### config.mk
export PLATFORM = sky130hd
export DESIGN_NAME = lcdc_decoder
export DESIGN_NICKNAME = d
export VERILOG_FILES = /design/src/rtl/lcdc_pkg.sv /design/src/rtl/lcdc_skid.sv /design/src/rtl/lcdc_blink.sv /design/src/rtl/lcdc_decoder.sv
export SDC_FILE = /design/constraint.sdc
export NUM_CORES = 1
export LEC_CHECK = 0
export BUFFER_PORTS_ARGS = -buffer_cell sky130_fd_sc_hd__buf_2
export CAP_MARGIN = 20
export CORE_MARGIN = 2
export CORE_UTILIZATION = 48
export DETAILED_ROUTE_END_ITERATION = 10
export GPL_TIMING_DRIVEN = 0
export HOLD_SLACK_MARGIN = 0.06
export PLACE_DENSITY = 0.72
export SLEW_MARGIN = 0
export SYNTH_ARGS = -nofsm -noshare
export SYNTH_HDL_FRONTEND = slang
export SYNTH_SLANG_ARGS = --single-unit
### constraint.sdc
create_clock -name clk -period 3.4 [get_ports clk]
set_input_delay 0.51 -clock clk [delete_from_list [all_inputs] [get_ports clk]]
set_output_delay 0.51 -clock clk [all_outputs]
set_load 0.02 [all_outputs]
### src/rtl/lcdc_pkg.sv
// shared constants for the segment display command decoder
// assumes a single 100 MHz clock and a synchronous active-high reset
package lcdc_pkg;
   localparam logic [5:0] ADDR_UPPER      = 6'h1C;
   localparam int         RAM_WORDS       = 40;
   localparam int         PTR_W           = 6;
   localparam int         SUB_W           = 3;
   localparam int         CONT_BIT        = 7;
   localparam logic [1:0] OP_MODE         = 2'h2;
   localparam logic [3:0] OP_DEVSEL       = 4'hC;
   localparam logic [4:0] OP_BANK         = 5'h1E;
   localparam logic [3:0] OP_BLINK        = 4'hE;
   localparam int         MODE_LP_BIT     = 4;
   localparam int         MODE_EN_BIT     = 3;
   localparam int         MODE_BIAS_BIT   = 2;
   localparam int         BANK_IN_BIT     = 1;
   localparam int         BANK_OUT_BIT    = 0;
   localparam int         BLINK_AB_BIT    = 2;
   localparam logic [1:0] DRIVE_STATIC    = 2'h1;
   localparam logic [1:0] DRIVE_MUX2      = 2'h2;
   localparam logic [1:0] DRIVE_MUX3      = 2'h3;
   localparam logic [1:0] DRIVE_MUX4      = 2'h0;
   localparam logic [1:0] RST_DRIVE       = 2'h0;
   localparam int         BLINK_DIV_NORM  = 92160;
   localparam int         BLINK_DIV_SAVE  = 15360;
   localparam int         STRETCH_CYCLES  = 4;
   typedef enum logic [1:0] {
      LCDC_IDLE,
      LCDC_CMD,
      LCDC_DATA,
      LCDC_IGNORE
   } lcdc_state_t;
endpackage

### src/rtl/lcdc_skid.sv
// two-entry buffer for display bytes on their way to the ram port
// assumes the downstream may drop ready at any time
module lcdc_skid #(
   parameter int W = 8
) (
   input  wire logic         clk,
   input  wire logic         reset,
   input  wire logic         in_valid,
   output logic              in_ready,
   input  wire logic [W-1:0] in_data,
   output logic              out_valid,
   input  wire logic         out_ready,
   output logic [W-1:0]      out_data
);
   logic [W-1:0] mem_r [2];
   logic [W-1:0] mem_nxt [2];
   logic         wp_r, wp_nxt, rp_r, rp_nxt;
   logic [1:0]   cnt_r, cnt_nxt;
   logic         push, pop;

   assign in_ready  = (cnt_r != 2'h2);
   assign out_valid = (cnt_r != 2'h0);
   assign out_data  = mem_r[rp_r];
   assign push      = in_valid && in_ready;
   assign pop       = out_valid && out_ready;

   always_comb begin
      mem_nxt = mem_r;
      wp_nxt  = wp_r;
      rp_nxt  = rp_r;
      cnt_nxt = cnt_r;
      if (push) begin
         mem_nxt[wp_r] = in_data;
         wp_nxt        = ~wp_r;
      end
      if (pop) begin
         rp_nxt = ~rp_r;
      end
      if (push && !pop) begin
         cnt_nxt = cnt_r + 2'h1;
      end else if (pop && !push) begin
         cnt_nxt = cnt_r - 2'h1;
      end
   end

   always_ff @(posedge clk) begin
      if (reset) begin
         wp_r  <= 1'b0;
         rp_r  <= 1'b0;
         cnt_r <= 2'h0;
      end else begin
         wp_r  <= wp_nxt;
         rp_r  <= rp_nxt;
         cnt_r <= cnt_nxt;
      end
      mem_r <= mem_nxt;
   end
endmodule

### src/rtl/lcdc_blink.sv
// blink period divider: one-cycle toggle pulse per blink half-period
// assumes rate 0 means off; divisors are parameters so sims can shrink them
module lcdc_blink #(
   parameter int DIV_NORM = lcdc_pkg::BLINK_DIV_NORM,
   parameter int DIV_SAVE = lcdc_pkg::BLINK_DIV_SAVE
) (
   input  wire logic       clk,
   input  wire logic       reset,
   input  wire logic [1:0] rate,
   input  wire logic       power_save,
   output logic            tick
);
   logic [20:0] cnt_r, cnt_nxt;
   logic [20:0] limit;
   logic        tick_nxt;

   always_comb begin
      // the divisor spans a whole blink period: toggle at half of it
      limit = power_save ? 21'(DIV_SAVE / 2) : 21'(DIV_NORM / 2);
      if (rate == 2'h2) begin
         limit = limit << 1;
      end else if (rate == 2'h3) begin
         limit = limit << 2;
      end
      tick_nxt = 1'b0;
      cnt_nxt  = cnt_r + 21'h1;
      if (rate == 2'h0) begin
         cnt_nxt = 21'h0;
      end else if (cnt_r >= limit - 21'h1) begin
         cnt_nxt  = 21'h0;
         tick_nxt = 1'b1;
      end
   end

   always_ff @(posedge clk) begin
      if (reset) begin
         cnt_r <= 21'h0;
         tick  <= 1'b0;
      end else begin
         cnt_r <= cnt_nxt;
         tick  <= tick_nxt;
      end
   end
endmodule

### src/rtl/lcdc_decoder.sv
// command decoder of a segment display driver, slave side of a two-wire bus
// assumes a byte-level front end: start/stop pulses, byte_valid per byte
// with the first byte after start being address+rw; ack sampled by front end
module lcdc_decoder
   import lcdc_pkg::*;
#(
   parameter int DIV_NORM = lcdc_pkg::BLINK_DIV_NORM,
   parameter int DIV_SAVE = lcdc_pkg::BLINK_DIV_SAVE
) (
   input  wire logic                       clk,
   input  wire logic                       reset,
   input  wire logic                       slave_addr_lsb_pin,
   input  wire logic                       hw_subaddr_pin0,
   input  wire logic                       hw_subaddr_pin1,
   input  wire logic                       hw_subaddr_pin2,
   input  wire logic                       bus_start,
   input  wire logic                       bus_stop,
   input  wire logic                       byte_valid,
   input  wire logic [7:0]                 byte_data,
   output logic                            ack_r,
   output logic                            scl_hold_r,
   output logic                            ram_we_r,
   output logic [lcdc_pkg::PTR_W-1:0]      ram_addr_r,
   output logic [7:0]                      ram_data_r,
   output logic                            ram_row_hi_r,
   input  wire logic                       ram_ready,
   output logic                            power_saving_select,
   output logic                            display_en_r,
   output logic                            bias_half_r,
   output logic [1:0]                      drive_mode_r,
   output logic                            out_bank_r,
   output logic                            alt_bank_blink_en,
   output logic [1:0]                      blink_rate_field,
   output logic                            blank_r
);
   import lcdc_pkg::*;

   lcdc_state_t          state_r, state_nxt;
   logic [PTR_W-1:0]     ptr_r, ptr_nxt;
   logic [SUB_W-1:0]     sub_r, sub_nxt;
   logic                 ack_nxt;
   logic                 lp_nxt, en_nxt, bias_nxt, in_bank_r, in_bank_nxt;
   logic                 out_bank_nxt, ab_nxt, blank_nxt, phase_r, phase_nxt;
   logic [1:0]           drive_nxt, rate_nxt;
   logic [SUB_W-1:0]     hw_sub;
   logic                 small_mux, tick;
   logic                 buf_in_valid, buf_in_ready, buf_out_valid;
   logic [15:0]          buf_in_data, buf_out_data;
   logic                 hold_nxt;

   function automatic logic is_small_mux(input logic [1:0] m);
      return (m == DRIVE_STATIC) || (m == DRIVE_MUX2);
   endfunction

   assign hw_sub    = {hw_subaddr_pin2, hw_subaddr_pin1, hw_subaddr_pin0};
   assign small_mux = is_small_mux(drive_mode_r);

   always_comb begin
      state_nxt    = state_r;
      ptr_nxt      = ptr_r;
      sub_nxt      = sub_r;
      ack_nxt      = 1'b0;
      lp_nxt       = power_saving_select;
      en_nxt       = display_en_r;
      bias_nxt     = bias_half_r;
      drive_nxt    = drive_mode_r;
      in_bank_nxt  = in_bank_r;
      out_bank_nxt = out_bank_r;
      ab_nxt       = alt_bank_blink_en;
      rate_nxt     = blink_rate_field;
      buf_in_valid = 1'b0;
      buf_in_data  = {8'h00, byte_data};
      if (bus_start) begin
         state_nxt = LCDC_IDLE;
      end else if (bus_stop) begin
         state_nxt = LCDC_IGNORE;
      end else if (byte_valid) begin
         case (state_r)
            LCDC_IDLE: begin
               if (byte_data[7:2] == ADDR_UPPER
                   && byte_data[1] == slave_addr_lsb_pin
                   && !byte_data[0]) begin
                  state_nxt = LCDC_CMD;
                  ack_nxt   = 1'b1;
               end else begin
                  state_nxt = LCDC_IGNORE;
               end
            end
            LCDC_CMD: begin
               ack_nxt = 1'b1;
               if (!byte_data[CONT_BIT]) begin
                  state_nxt = LCDC_DATA;
               end
               if (byte_data[6:5] == OP_MODE) begin
                  lp_nxt    = byte_data[MODE_LP_BIT];
                  en_nxt    = byte_data[MODE_EN_BIT];
                  bias_nxt  = byte_data[MODE_BIAS_BIT];
                  drive_nxt = byte_data[1:0];
               end else if (!byte_data[6]) begin
                  ptr_nxt = byte_data[5:0];
               end else if (byte_data[6:3] == OP_DEVSEL) begin
                  sub_nxt = byte_data[2:0];
               end else if (byte_data[6:2] == OP_BANK) begin
                  if (small_mux) begin
                     in_bank_nxt  = byte_data[BANK_IN_BIT];
                     out_bank_nxt = byte_data[BANK_OUT_BIT];
                  end
               end else if (byte_data[6:3] == OP_BLINK) begin
                  ab_nxt   = byte_data[BLINK_AB_BIT];
                  rate_nxt = byte_data[1:0];
               end
            end
            LCDC_DATA: begin
               if (sub_r == hw_sub) begin
                  ack_nxt      = 1'b1;
                  buf_in_valid = 1'b1;
                  buf_in_data  = {1'b0, in_bank_r, ptr_r, byte_data};
               end
               // every device walks pointer and subaddress together
               if (ptr_r == PTR_W'(RAM_WORDS - 1)) begin
                  ptr_nxt = '0;
                  sub_nxt = sub_r + SUB_W'(1);
               end else begin
                  ptr_nxt = ptr_r + PTR_W'(1);
               end
            end
            default: state_nxt = LCDC_IGNORE;
         endcase
      end
   end

   // stretch the bus clock when the ram path backs up in power-saving;
   // the hold also covers the cycle after each push, since the full flag
   // reaches the pin a cycle late and a byte could slip in meanwhile
   always_comb begin
      hold_nxt = power_saving_select
                 && (!buf_in_ready || buf_in_valid);
   end

   // bank swap only meaningful where an alternate bank exists
   always_comb begin
      phase_nxt = phase_r;
      if (blink_rate_field == 2'h0) begin
         phase_nxt = 1'b0;
      end else if (tick) begin
         phase_nxt = ~phase_r;
      end
      blank_nxt = !display_en_r;
      if (alt_bank_blink_en && small_mux) begin
         blank_nxt = !display_en_r;
      end else if (phase_r) begin
         blank_nxt = 1'b1;
      end
   end

   always_ff @(posedge clk) begin
      if (reset) begin
         state_r             <= LCDC_IGNORE;
         ptr_r               <= '0;
         sub_r               <= '0;
         ack_r               <= 1'b0;
         power_saving_select <= 1'b0;
         display_en_r        <= 1'b0;
         bias_half_r         <= 1'b0;
         drive_mode_r        <= RST_DRIVE;
         in_bank_r           <= 1'b0;
         out_bank_r          <= 1'b0;
         alt_bank_blink_en   <= 1'b0;
         blink_rate_field    <= 2'h0;
         phase_r             <= 1'b0;
         blank_r             <= 1'b1;
         scl_hold_r          <= 1'b0;
      end else begin
         state_r             <= state_nxt;
         ptr_r               <= ptr_nxt;
         sub_r               <= sub_nxt;
         ack_r               <= ack_nxt;
         power_saving_select <= lp_nxt;
         display_en_r        <= en_nxt;
         // bias is a don't-care in static drive; forced low there
         bias_half_r         <= bias_nxt
                                && (drive_nxt != DRIVE_STATIC);
         drive_mode_r        <= drive_nxt;
         in_bank_r           <= in_bank_nxt;
         out_bank_r          <= (alt_bank_blink_en && small_mux)
                                ? (out_bank_nxt ^ (tick && phase_nxt
                                   != phase_r)) : out_bank_nxt;
         alt_bank_blink_en   <= ab_nxt;
         blink_rate_field    <= rate_nxt;
         phase_r             <= phase_nxt;
         blank_r             <= blank_nxt;
         scl_hold_r          <= hold_nxt;
      end
   end

   lcdc_skid #(
      .W(16)
   ) u_buf (
      .clk       (clk),
      .reset     (reset),
      .in_valid  (buf_in_valid),
      .in_ready  (buf_in_ready),
      .in_data   (buf_in_data),
      .out_valid (buf_out_valid),
      .out_ready (ram_ready),
      .out_data  (buf_out_data)
   );

   always_ff @(posedge clk) begin
      if (reset) begin
         ram_we_r     <= 1'b0;
         ram_addr_r   <= '0;
         ram_data_r   <= 8'h00;
         ram_row_hi_r <= 1'b0;
      end else begin
         ram_we_r     <= buf_out_valid && ram_ready;
         // address and data stand after the strobe until the next write
         if (buf_out_valid && ram_ready) begin
            ram_addr_r   <= buf_out_data[13:8];
            ram_data_r   <= buf_out_data[7:0];
            ram_row_hi_r <= buf_out_data[14];
         end
      end
   end

   lcdc_blink #(
      .DIV_NORM (DIV_NORM),
      .DIV_SAVE (DIV_SAVE)
   ) u_blink (
      .clk        (clk),
      .reset      (reset),
      .rate       (blink_rate_field),
      .power_save (power_saving_select),
      .tick       (tick)
   );
endmodule

==> impl_metrics.xml, run 1 <==
<?xml version="1.0" encoding="UTF-8"?>
<metrics>
  <group name="synthesis">
    <metric name="synthTopCellsByCount" unit="">dfxtp_1, nor2_1, nand2_1</metric>
    <metric name="yosys.cell_count.top_type" unit="">dfxtp_1</metric>
    <metric name="synth-main-ff-cell" unit="">dfxtp_1</metric>
    <metric name="ys_top_cells_by_area" unit="">dfxtp_1, edfxtp_1, ha_1</metric>
    <metric name="ys_seq_elements" unit="">97</metric>
    <metric name="synth_largest_type_area_fraction" unit="%">29.72</metric>
    <metric name="avgSynthCellArea" unit="sq um">10.16</metric>
    <metric name="synth_sequential_area_ratio" unit="%">49.68</metric>
    <metric name="syn-cell-area" unit="sq um">4513</metric>
    <metric name="async_set_or_reset_flop_fraction_in_the_synthesized_netlist" unit="%">0</metric>
    <metric name="postSynthNetCount" unit="">480</metric>
    <metric name="number_of_synthesized_flops_with_an_enable_pin" unit="">30</metric>
    <metric name="netlist.top_cell.by_area" unit="">dfxtp_1</metric>
    <metric name="yosysWarningCount" unit="">0</metric>
    <metric name="yosys.cell_types.count" unit="">58</metric>
    <metric name="synth_cells" unit="">444</metric>
  </group>
  <group name="drt">
    <metric name="routed_wire_length" unit="mm">9.441</metric>
    <metric name="via_total_after_detailed_routing" unit="">3365</metric>
    <metric name="route.antenna.remaining_nets" unit="">0</metric>
    <metric name="wl_per_cell" unit="microns">15.33</metric>
    <metric name="remaining_drc_errors" unit="">0</metric>
    <metric name="drtPass1Iterations" unit="">4</metric>
    <metric name="drt-initial-drc-count" unit="">157</metric>
    <metric name="vias_per_cell" unit="">5.463</metric>
  </group>
  <group name="setup_path">
    <metric name="timing.reg2reg.setup_slack" unit="ps">350</metric>
    <metric name="critical_path.endpoint_type" unit="">flip-flop</metric>
    <metric name="timing.critical_path.slowest_stage_cell" unit="">a2111o_1</metric>
    <metric name="worst-path-max-fanout" unit="">10</metric>
    <metric name="timing.critical_path.from_type" unit="">flip-flop</metric>
    <metric name="cp.buffers_inverters" unit="">2</metric>
    <metric name="path_cells" unit="">buf_6 -&gt; nor3b_2 -&gt; nor2_1 -&gt; ha_1 -&gt; a2111o_1 -&gt; ha_1 -&gt; a2111o_1 -&gt; a31oi_4 -&gt; nand4_4 -&gt; buf_6 -&gt; nor2_2</metric>
    <metric name="critical_path_class" unit="">flip-flop to flip-flop</metric>
    <metric name="worst_path_dominant_cell_family" unit="">compound AO/OA/AOI/OAI gates</metric>
    <metric name="required_worst_endpoint" unit="ps">3700</metric>
    <metric name="r2r.worst_path.cells" unit="">11</metric>
    <metric name="critical-path-max-stage-delay" unit="ps">450</metric>
    <metric name="worst_ep_arrival_time" unit="ps">3350</metric>
    <metric name="r2r_end" unit="">u_blink.cnt_r[15]$_SDFF_PP0_</metric>
    <metric name="r2r_start" unit="">blink_rate_field[1]$_SDFFE_PP0P_</metric>
  </group>
  <group name="sta">
    <metric name="clock.fmax" unit="GHz">0.3283</metric>
    <metric name="finalCritPeriodShare" unit="%">89.60</metric>
    <metric name="finalWorstPathRequiredPeriod" unit="ps">3046</metric>
    <metric name="final_max_slew_viol_count" unit="">0</metric>
    <metric name="finClkSkew" unit="ps">14.19</metric>
    <metric name="final_worst_path_setup_slack" unit="ps">353.6</metric>
    <metric name="worst_slew_pin_slew" unit="ps">832.7</metric>
    <metric name="slew_headroom" unit="%">43.98</metric>
    <metric name="final_hold_viols" unit="">0</metric>
    <metric name="rsz0062_at_grt" unit="">false</metric>
    <metric name="fin_setup_tns" unit="ps">0</metric>
    <metric name="final-setup-viol-count" unit="">0</metric>
  </group>
  <group name="min_path">
    <metric name="holdPathEnd" unit="">state_r[1]$_SDFFE_PP1P_</metric>
    <metric name="min_path_cells" unit="">2</metric>
    <metric name="min_from" unit="">bus_start</metric>
    <metric name="hold_class" unit="">input port to flip-flop</metric>
  </group>
  <group name="global_route">
    <metric name="overflow" unit="">0</metric>
    <metric name="grt.total_usage" unit="%">19.00</metric>
    <metric name="wire_length_of_the_first_global_routing_pass" unit="mm">15.10</metric>
    <metric name="pin_count_of_the_biggest_net_entering_global_routing" unit="">21</metric>
    <metric name="initial_antenna_violation_count" unit="">0</metric>
    <metric name="grt_pass1_vias" unit="">3161</metric>
  </group>
  <group name="power_and_ir_drop">
    <metric name="p_sw_share" unit="%">28.78</metric>
    <metric name="ir_worst_vdd" unit="V">0.0002193</metric>
    <metric name="p_comb_share" unit="%">11.9</metric>
    <metric name="design_power_total" unit="uW">2282</metric>
    <metric name="p_switching" unit="uW">656.8</metric>
    <metric name="share_clk_of_total_power" unit="%">33.2</metric>
    <metric name="static-leakage-power" unit="uW">0.001802</metric>
    <metric name="power.density_cell_area" unit="nW/um^2">448.0</metric>
    <metric name="cell_internal_pwr" unit="uW">1625</metric>
    <metric name="power.share.sequential" unit="%">54.8</metric>
  </group>
  <group name="floorplan">
    <metric name="num_io_pins" unit="">46</metric>
    <metric name="die_w" unit="microns">101.0</metric>
    <metric name="floorplan.initialDensity" unit="%">49.07</metric>
    <metric name="core_area" unit="sq um">9196</metric>
    <metric name="rows" unit="">35</metric>
    <metric name="design.die.area" unit="sq um">10190</metric>
    <metric name="die_height" unit="microns">101.0</metric>
  </group>
  <group name="cts">
    <metric name="clk_transition_reported_paths" unit="ps">110</metric>
    <metric name="clockBufferDepth" unit="">2</metric>
    <metric name="cts_htree_levels" unit="">3</metric>
    <metric name="tritoncts_num_sinks" unit="">97</metric>
    <metric name="cts.root.buffer_cell" unit="">clkbuf_8</metric>
    <metric name="postCtsHoldBufs" unit="">0</metric>
    <metric name="tritoncts.num_buffers" unit="">9</metric>
    <metric name="clk_latency_worst_skew_pair" unit="ps">370</metric>
    <metric name="clock_tree_from_tritoncts" unit="">done</metric>
  </group>
  <group name="finish">
    <metric name="nets" unit="">536</metric>
    <metric name="final_layout_size_suffix_gt1_share" unit="%">17.62</metric>
    <metric name="area.growth.synth_to_final" unit="%">12.86</metric>
    <metric name="antennaDiodeCount" unit="">0</metric>
    <metric name="final_design_area_excluding_fillers" unit="sq um">5094</metric>
    <metric name="footprint_of_the_multi_input_gates" unit="sq um">2131</metric>
    <metric name="fill_cells" unit="">820</metric>
    <metric name="fin_util" unit="%">55.39</metric>
    <metric name="final-seq-area" unit="sq um">2242</metric>
  </group>
  <group name="status">
    <metric name="run_status" unit="">complete, no violations</metric>
  </group>
  <group name="place">
    <metric name="placement.cell_area" unit="sq um">4883</metric>
    <metric name="hpwl" unit="mm">6.998</metric>
    <metric name="place_worst_setup_slack" unit="ps">236.7</metric>
    <metric name="gp_routability_congestion" unit="">0.8993</metric>
    <metric name="buffer_ports.inserted" unit="">44</metric>
  </group>
  <group name="job">
    <metric name="max_cap_viol_count" unit="">0</metric>
  </group>
</metrics>
[power groups by stage]
stage,clock (uW),sequential [uW],combinational (uW)
after floorplan,0,1310,149
after global placement,0,1280,266
after detailed placement,0,1280,272
after CTS,777,1250,272
after global routing,819,1260,300
final,759,1250,272
[final cells by class]
cell class	instances	area share [%]
plain buffers	18	2.039
well taps	111	2.727
flip-flops and latches	97	44.02
clock buffers	9	2.432
repair buffers	45	4.544
inverters	11	0.8106
multi-input cells	318	41.83
clock inverters	7	1.597
[per-stage QoR]
step	instances	hold WS, ps
3_3_place_gp	599	430.0
3_5_place_dp	600	421.7
4_1_cts	616	349.4
5_1_grt	616	359.3
2_1_floorplan	444	439.6
6_report	616	372.4
[worst reg2reg max path, delay by kind of cell, from the launching register on]
family / cells / cell delay [ps]
compound gates: 3 / 1030
simple gates: 4 / 690
fa+ha+maj: 2 / 520
buf+inv: 2 / 370
flops: 1 / 360
[what timing repair did]
action,4_1_cts,5_1_grt
gates resized for setup,0,1
setup buffers,0,0
endpoints found under the setup margin,0,10
[layer usage]
metal	wire length, microns	vias up	GRT usage [%]
met5	0	-	0
met4	152	0	5.925
met3	398	13	4.508
met2	4362	69	30.05
met1	4528	1580	25.89
li1	-	1703	-
[cell families (layout without fill, tap and decap cells)]
kind of cell | count (synthesis) | after routing | share of synthesized area [%]
AO/OA/AOI/OAI | 67 | 67 | 10.78
XOR/XNOR | 29 | 29 | 5.628
adder cells (fa/ha/maj) | 18 | 18 | 4.990
buffers and inverters | 29 | 90 | 3.216
flip-flops | 97 | 97 | 49.68
multiplexers | 18 | 18 | 3.992
other | 1 | 1 | 0.08309
AND/OR/NAND/NOR | 185 | 185 | 21.62
[how the worst max path moves through the flow]
stage | end | slack, ps | depth (start not counted) | start
2_1_floorplan | u_blink.cnt_r[12]$_SDFF_PP0_ | 390 | 11 | blink_rate_field[1]$_SDFFE_PP0P_
3_3_place_gp | u_buf.mem_r[25]$_DFFE_PP_ | 260 | 5 | bus_stop
4_1_cts | u_blink.cnt_r[15]$_SDFF_PP0_ | 170 | 11 | blink_rate_field[1]$_SDFFE_PP0P_
5_1_grt | u_blink.cnt_r[17]$_SDFF_PP0_ | 140 | 11 | blink_rate_field[1]$_SDFFE_PP0P_
6_report | u_blink.cnt_r[15]$_SDFF_PP0_ | 350 | 11 | blink_rate_field[1]$_SDFFE_PP0P_
3_5_place_dp | u_blink.cnt_r[15]$_SDFF_PP0_ | 240 | 11 | blink_rate_field[1]$_SDFFE_PP0P_
[flip-flops by register name (all words and copies together), names as in the netlist, 2 cells and up]
| register | count |
|---|---|
| u_blink.cnt_r | 21 |
| u_buf.mem_r | 30 |
| ram_addr_r | 6 |
| u_buf.cnt_r | 2 |
| blink_rate_field | 2 |
| ptr_r | 6 |
| ram_data_r | 8 |
| state_r | 2 |
| drive_mode_r | 2 |
| sub_r | 3 |
[placed cells by master (no fill, tap or decap), types with 10 or more instances in the layout]
cell	instances
a211oi_1	17
a21oi_1	14
and2_1	10
buf_2	46
clkbuf_8	10
dfxtp_1	67
edfxtp_1	30
ha_1	18
inv_1	11
mux2i_1	18
nand2_1	34
nand3_1	20
nor2_1	55
nor3_1	10
o21ai_0	12
xnor2_1	13
xor2_1	16
Power figures use the tool's default switching activity.
==> inputs of run 2 (changes only) <==
clock period = 3.9 ns   (was 3.4 ns; I/O delays follow)
==> impl_metrics.xml, run 2 (same netlist as run 1, synthesis figures left out) <==
<?xml version="1.0" encoding="UTF-8"?>
<metrics>
  <group name="sta">
    <metric name="rsz0062_at_grt" unit="">false</metric>
    <metric name="finalCritPeriodShare" unit="%">82.77</metric>
    <metric name="final_max_slew_viol_count" unit="">0</metric>
    <metric name="fin_setup_tns" unit="ps">0</metric>
    <metric name="final_hold_viols" unit="">0</metric>
    <metric name="finalWorstPathRequiredPeriod" unit="ps">3228</metric>
    <metric name="worst_slew_pin_slew" unit="ps">854.3</metric>
    <metric name="clock.fmax" unit="GHz">0.3098</metric>
    <metric name="final-setup-viol-count" unit="">0</metric>
    <metric name="slew_headroom" unit="%">42.52</metric>
    <metric name="finClkSkew" unit="ps">15.49</metric>
    <metric name="final_worst_path_setup_slack" unit="ps">671.9</metric>
  </group>
  <group name="place">
    <metric name="gp_routability_congestion" unit="">0.8993</metric>
    <metric name="buffer_ports.inserted" unit="">44</metric>
    <metric name="placement.cell_area" unit="sq um">4883</metric>
    <metric name="hpwl" unit="mm">6.998</metric>
    <metric name="place_worst_setup_slack" unit="ps">736.7</metric>
  </group>
  <group name="finish">
    <metric name="final_layout_size_suffix_gt1_share" unit="%">17.43</metric>
    <metric name="final_design_area_excluding_fillers" unit="sq um">5089</metric>
    <metric name="largest-register" unit="">u_buf.mem_r</metric>
    <metric name="largest_register_ff_count" unit="">30</metric>
    <metric name="final-seq-area" unit="sq um">2242</metric>
    <metric name="layout_common_cells" unit="">dfxtp_1, nor2_1, buf_2</metric>
    <metric name="fin_util" unit="%">55.33</metric>
    <metric name="nets" unit="">536</metric>
    <metric name="footprint_of_the_multi_input_gates" unit="sq um">2126</metric>
    <metric name="layout_commonest_cell" unit="">dfxtp_1</metric>
    <metric name="fill_cells" unit="">821</metric>
    <metric name="antennaDiodeCount" unit="">0</metric>
    <metric name="area.growth.synth_to_final" unit="%">12.75</metric>
    <metric name="top_regs" unit="">u_buf.mem_r x30, u_blink.cnt_r x21, ram_data_r x8</metric>
  </group>
  <group name="setup_path">
    <metric name="critPathLaunch" unit="">blink_rate_field[1]$_SDFFE_PP0P_</metric>
    <metric name="critical-path-max-stage-delay" unit="ps">450</metric>
    <metric name="timing.reg2reg.setup_slack" unit="ps">670</metric>
    <metric name="path_cells" unit="">buf_6 -&gt; nor3b_1 -&gt; nor2_1 -&gt; ha_1 -&gt; a2111o_1 -&gt; ha_1 -&gt; a2111o_1 -&gt; a31oi_4 -&gt; nand4_4 -&gt; buf_6 -&gt; nor2_2</metric>
    <metric name="r2r.worst_path.cells" unit="">11</metric>
    <metric name="timing.critical_path.slowest_stage_cell" unit="">a2111o_1</metric>
    <metric name="worst-path-max-fanout" unit="">10</metric>
    <metric name="timing.critical_path.from_type" unit="">flip-flop</metric>
    <metric name="required_worst_endpoint" unit="ps">4200</metric>
    <metric name="critical_path.endpoint_type" unit="">flip-flop</metric>
    <metric name="r2r_start" unit="">blink_rate_field[1]$_SDFFE_PP0P_</metric>
    <metric name="r2r_end" unit="">u_blink.cnt_r[15]$_SDFF_PP0_</metric>
    <metric name="worst_ep_arrival_time" unit="ps">3530</metric>
    <metric name="worst_setup_path_endpoint" unit="">u_blink.cnt_r[15]$_SDFF_PP0_</metric>
    <metric name="critical_path_class" unit="">flip-flop to flip-flop</metric>
  </group>
  <group name="cts">
    <metric name="tritoncts_num_sinks" unit="">97</metric>
    <metric name="tritoncts.num_buffers" unit="">9</metric>
    <metric name="post_cts.resized_instances" unit="">0</metric>
    <metric name="cts_htree_levels" unit="">3</metric>
    <metric name="clk_latency_worst_skew_pair" unit="ps">370</metric>
    <metric name="clk_transition_reported_paths" unit="ps">110</metric>
    <metric name="total_setup_buffers_inserted_after_cts" unit="">0</metric>
    <metric name="postCtsHoldBufs" unit="">0</metric>
    <metric name="clock_tree_from_tritoncts" unit="">done</metric>
    <metric name="cts.root.buffer_cell" unit="">clkbuf_8</metric>
    <metric name="clockBufferDepth" unit="">2</metric>
  </group>
  <group name="global_route">
    <metric name="grt.total_usage" unit="%">19.00</metric>
    <metric name="grt_pass1_vias" unit="">3161</metric>
    <metric name="pin_count_of_the_biggest_net_entering_global_routing" unit="">21</metric>
    <metric name="overflow" unit="">0</metric>
    <metric name="initial_antenna_violation_count" unit="">0</metric>
    <metric name="wire_length_of_the_first_global_routing_pass" unit="mm">15.10</metric>
  </group>
  <group name="drt">
    <metric name="remaining_drc_errors" unit="">0</metric>
    <metric name="wl_per_cell" unit="microns">15.30</metric>
    <metric name="route.antenna.remaining_nets" unit="">0</metric>
    <metric name="vias_per_cell" unit="">5.471</metric>
    <metric name="routed_wire_length" unit="mm">9.426</metric>
    <metric name="drtPass1Iterations" unit="">5</metric>
    <metric name="via_total_after_detailed_routing" unit="">3370</metric>
    <metric name="drt-initial-drc-count" unit="">165</metric>
  </group>
  <group name="floorplan">
    <metric name="die_w" unit="microns">101.0</metric>
    <metric name="floorplan.initialDensity" unit="%">49.07</metric>
    <metric name="num_io_pins" unit="">46</metric>
    <metric name="design.die.area" unit="sq um">10190</metric>
    <metric name="rows" unit="">35</metric>
    <metric name="core_area" unit="sq um">9196</metric>
    <metric name="die_height" unit="microns">101.0</metric>
  </group>
  <group name="power_and_ir_drop">
    <metric name="share_clk_of_total_power" unit="%">33.2</metric>
    <metric name="cell_internal_pwr" unit="uW">1417</metric>
    <metric name="p_comb_share" unit="%">11.9</metric>
    <metric name="p_sw_share" unit="%">28.66</metric>
    <metric name="static-leakage-power" unit="uW">0.001797</metric>
    <metric name="power.density_cell_area" unit="nW/um^2">390.3</metric>
    <metric name="power.share.sequential" unit="%">54.9</metric>
    <metric name="p_switching" unit="uW">569.3</metric>
    <metric name="ir_worst_vdd" unit="V">0.0001902</metric>
  </group>
  <group name="job">
    <metric name="max_cap_viol_count" unit="">0</metric>
  </group>
  <group name="min_path">
    <metric name="hold_class" unit="">input port to flip-flop</metric>
  </group>
  <group name="status">
    <metric name="run_status" unit="">complete, no violations</metric>
  </group>
</metrics>
==> run 2: cell counts in the layout (fill, tap and decap cells not counted) <==
No cell type changed its count.
==> run 2: final cells by class <==
class | count | share of cell area (%)
sequential | 97 | 44.06
multi-input combinational | 318 | 41.78
timing repair buffer | 45 | 4.549
tap | 111 | 2.729
clock buffer | 9 | 2.434
buffer | 18 | 2.041
clock inverter | 7 | 1.598
inverter | 11 | 0.8114
==> run 2: worst max-delay path, delay by kind of cell (launching register included) <==
kind                     cells  cell delay (ps)
adder cells (fa/ha/maj)      2              540
AO/OA/AOI/OAI                3             1030
AND/OR/NAND/NOR              4              850
buffers and inverters        2              370
flip-flops                   1              360
==> run 2: metal layers <==
metal / global-route usage [%] / wire length (microns) / vias to the layer above
met5: 0 / 0 / -
met4: 5.925 / 150 / 0
met3: 4.508 / 557 / 13
met2: 30.05 / 4393 / 78
met1: 25.89 / 4324 / 1571
li1: - / - / 1708
==> run 2: through the flow <==
step           total power (uW)  std cells  hold slack (ps)
6_report                   1986        616            450.4
4_1_cts                    2006        616            424.4
2_1_floorplan              1273        444            439.6
5_1_grt                    2072        616            434.3
3_5_place_dp               1351        600            421.7
3_3_place_gp               1344        599            430.0
==> run 2: worst min-delay path by stage <==
stage,start,end,depth (start not counted)
floorplan,u_blink.cnt_r[0]$_SDFF_PP0_,u_blink.cnt_r[0]$_SDFF_PP0_,1
global placement,display_en_r$_SDFFE_PP0P_,blank_r$_SDFF_PP1_,1
detailed placement,display_en_r$_SDFFE_PP0P_,blank_r$_SDFF_PP1_,1
CTS,bus_start,state_r[1]$_SDFFE_PP1P_,2
global route,bus_start,state_r[1]$_SDFFE_PP1P_,2
finish,bus_start,state_r[1]$_SDFFE_PP1P_,2
==> run 2: power by group through the flow <==
stage | Sequential [uW] | Combinational [uW] | Clock (uW)
after floorplan | 1140 | 130 | 0
after global placement | 1110 | 232 | 0
after detailed placement | 1110 | 237 | 0
after CTS | 1090 | 237 | 677
after global routing | 1100 | 262 | 714
final | 1090 | 237 | 658
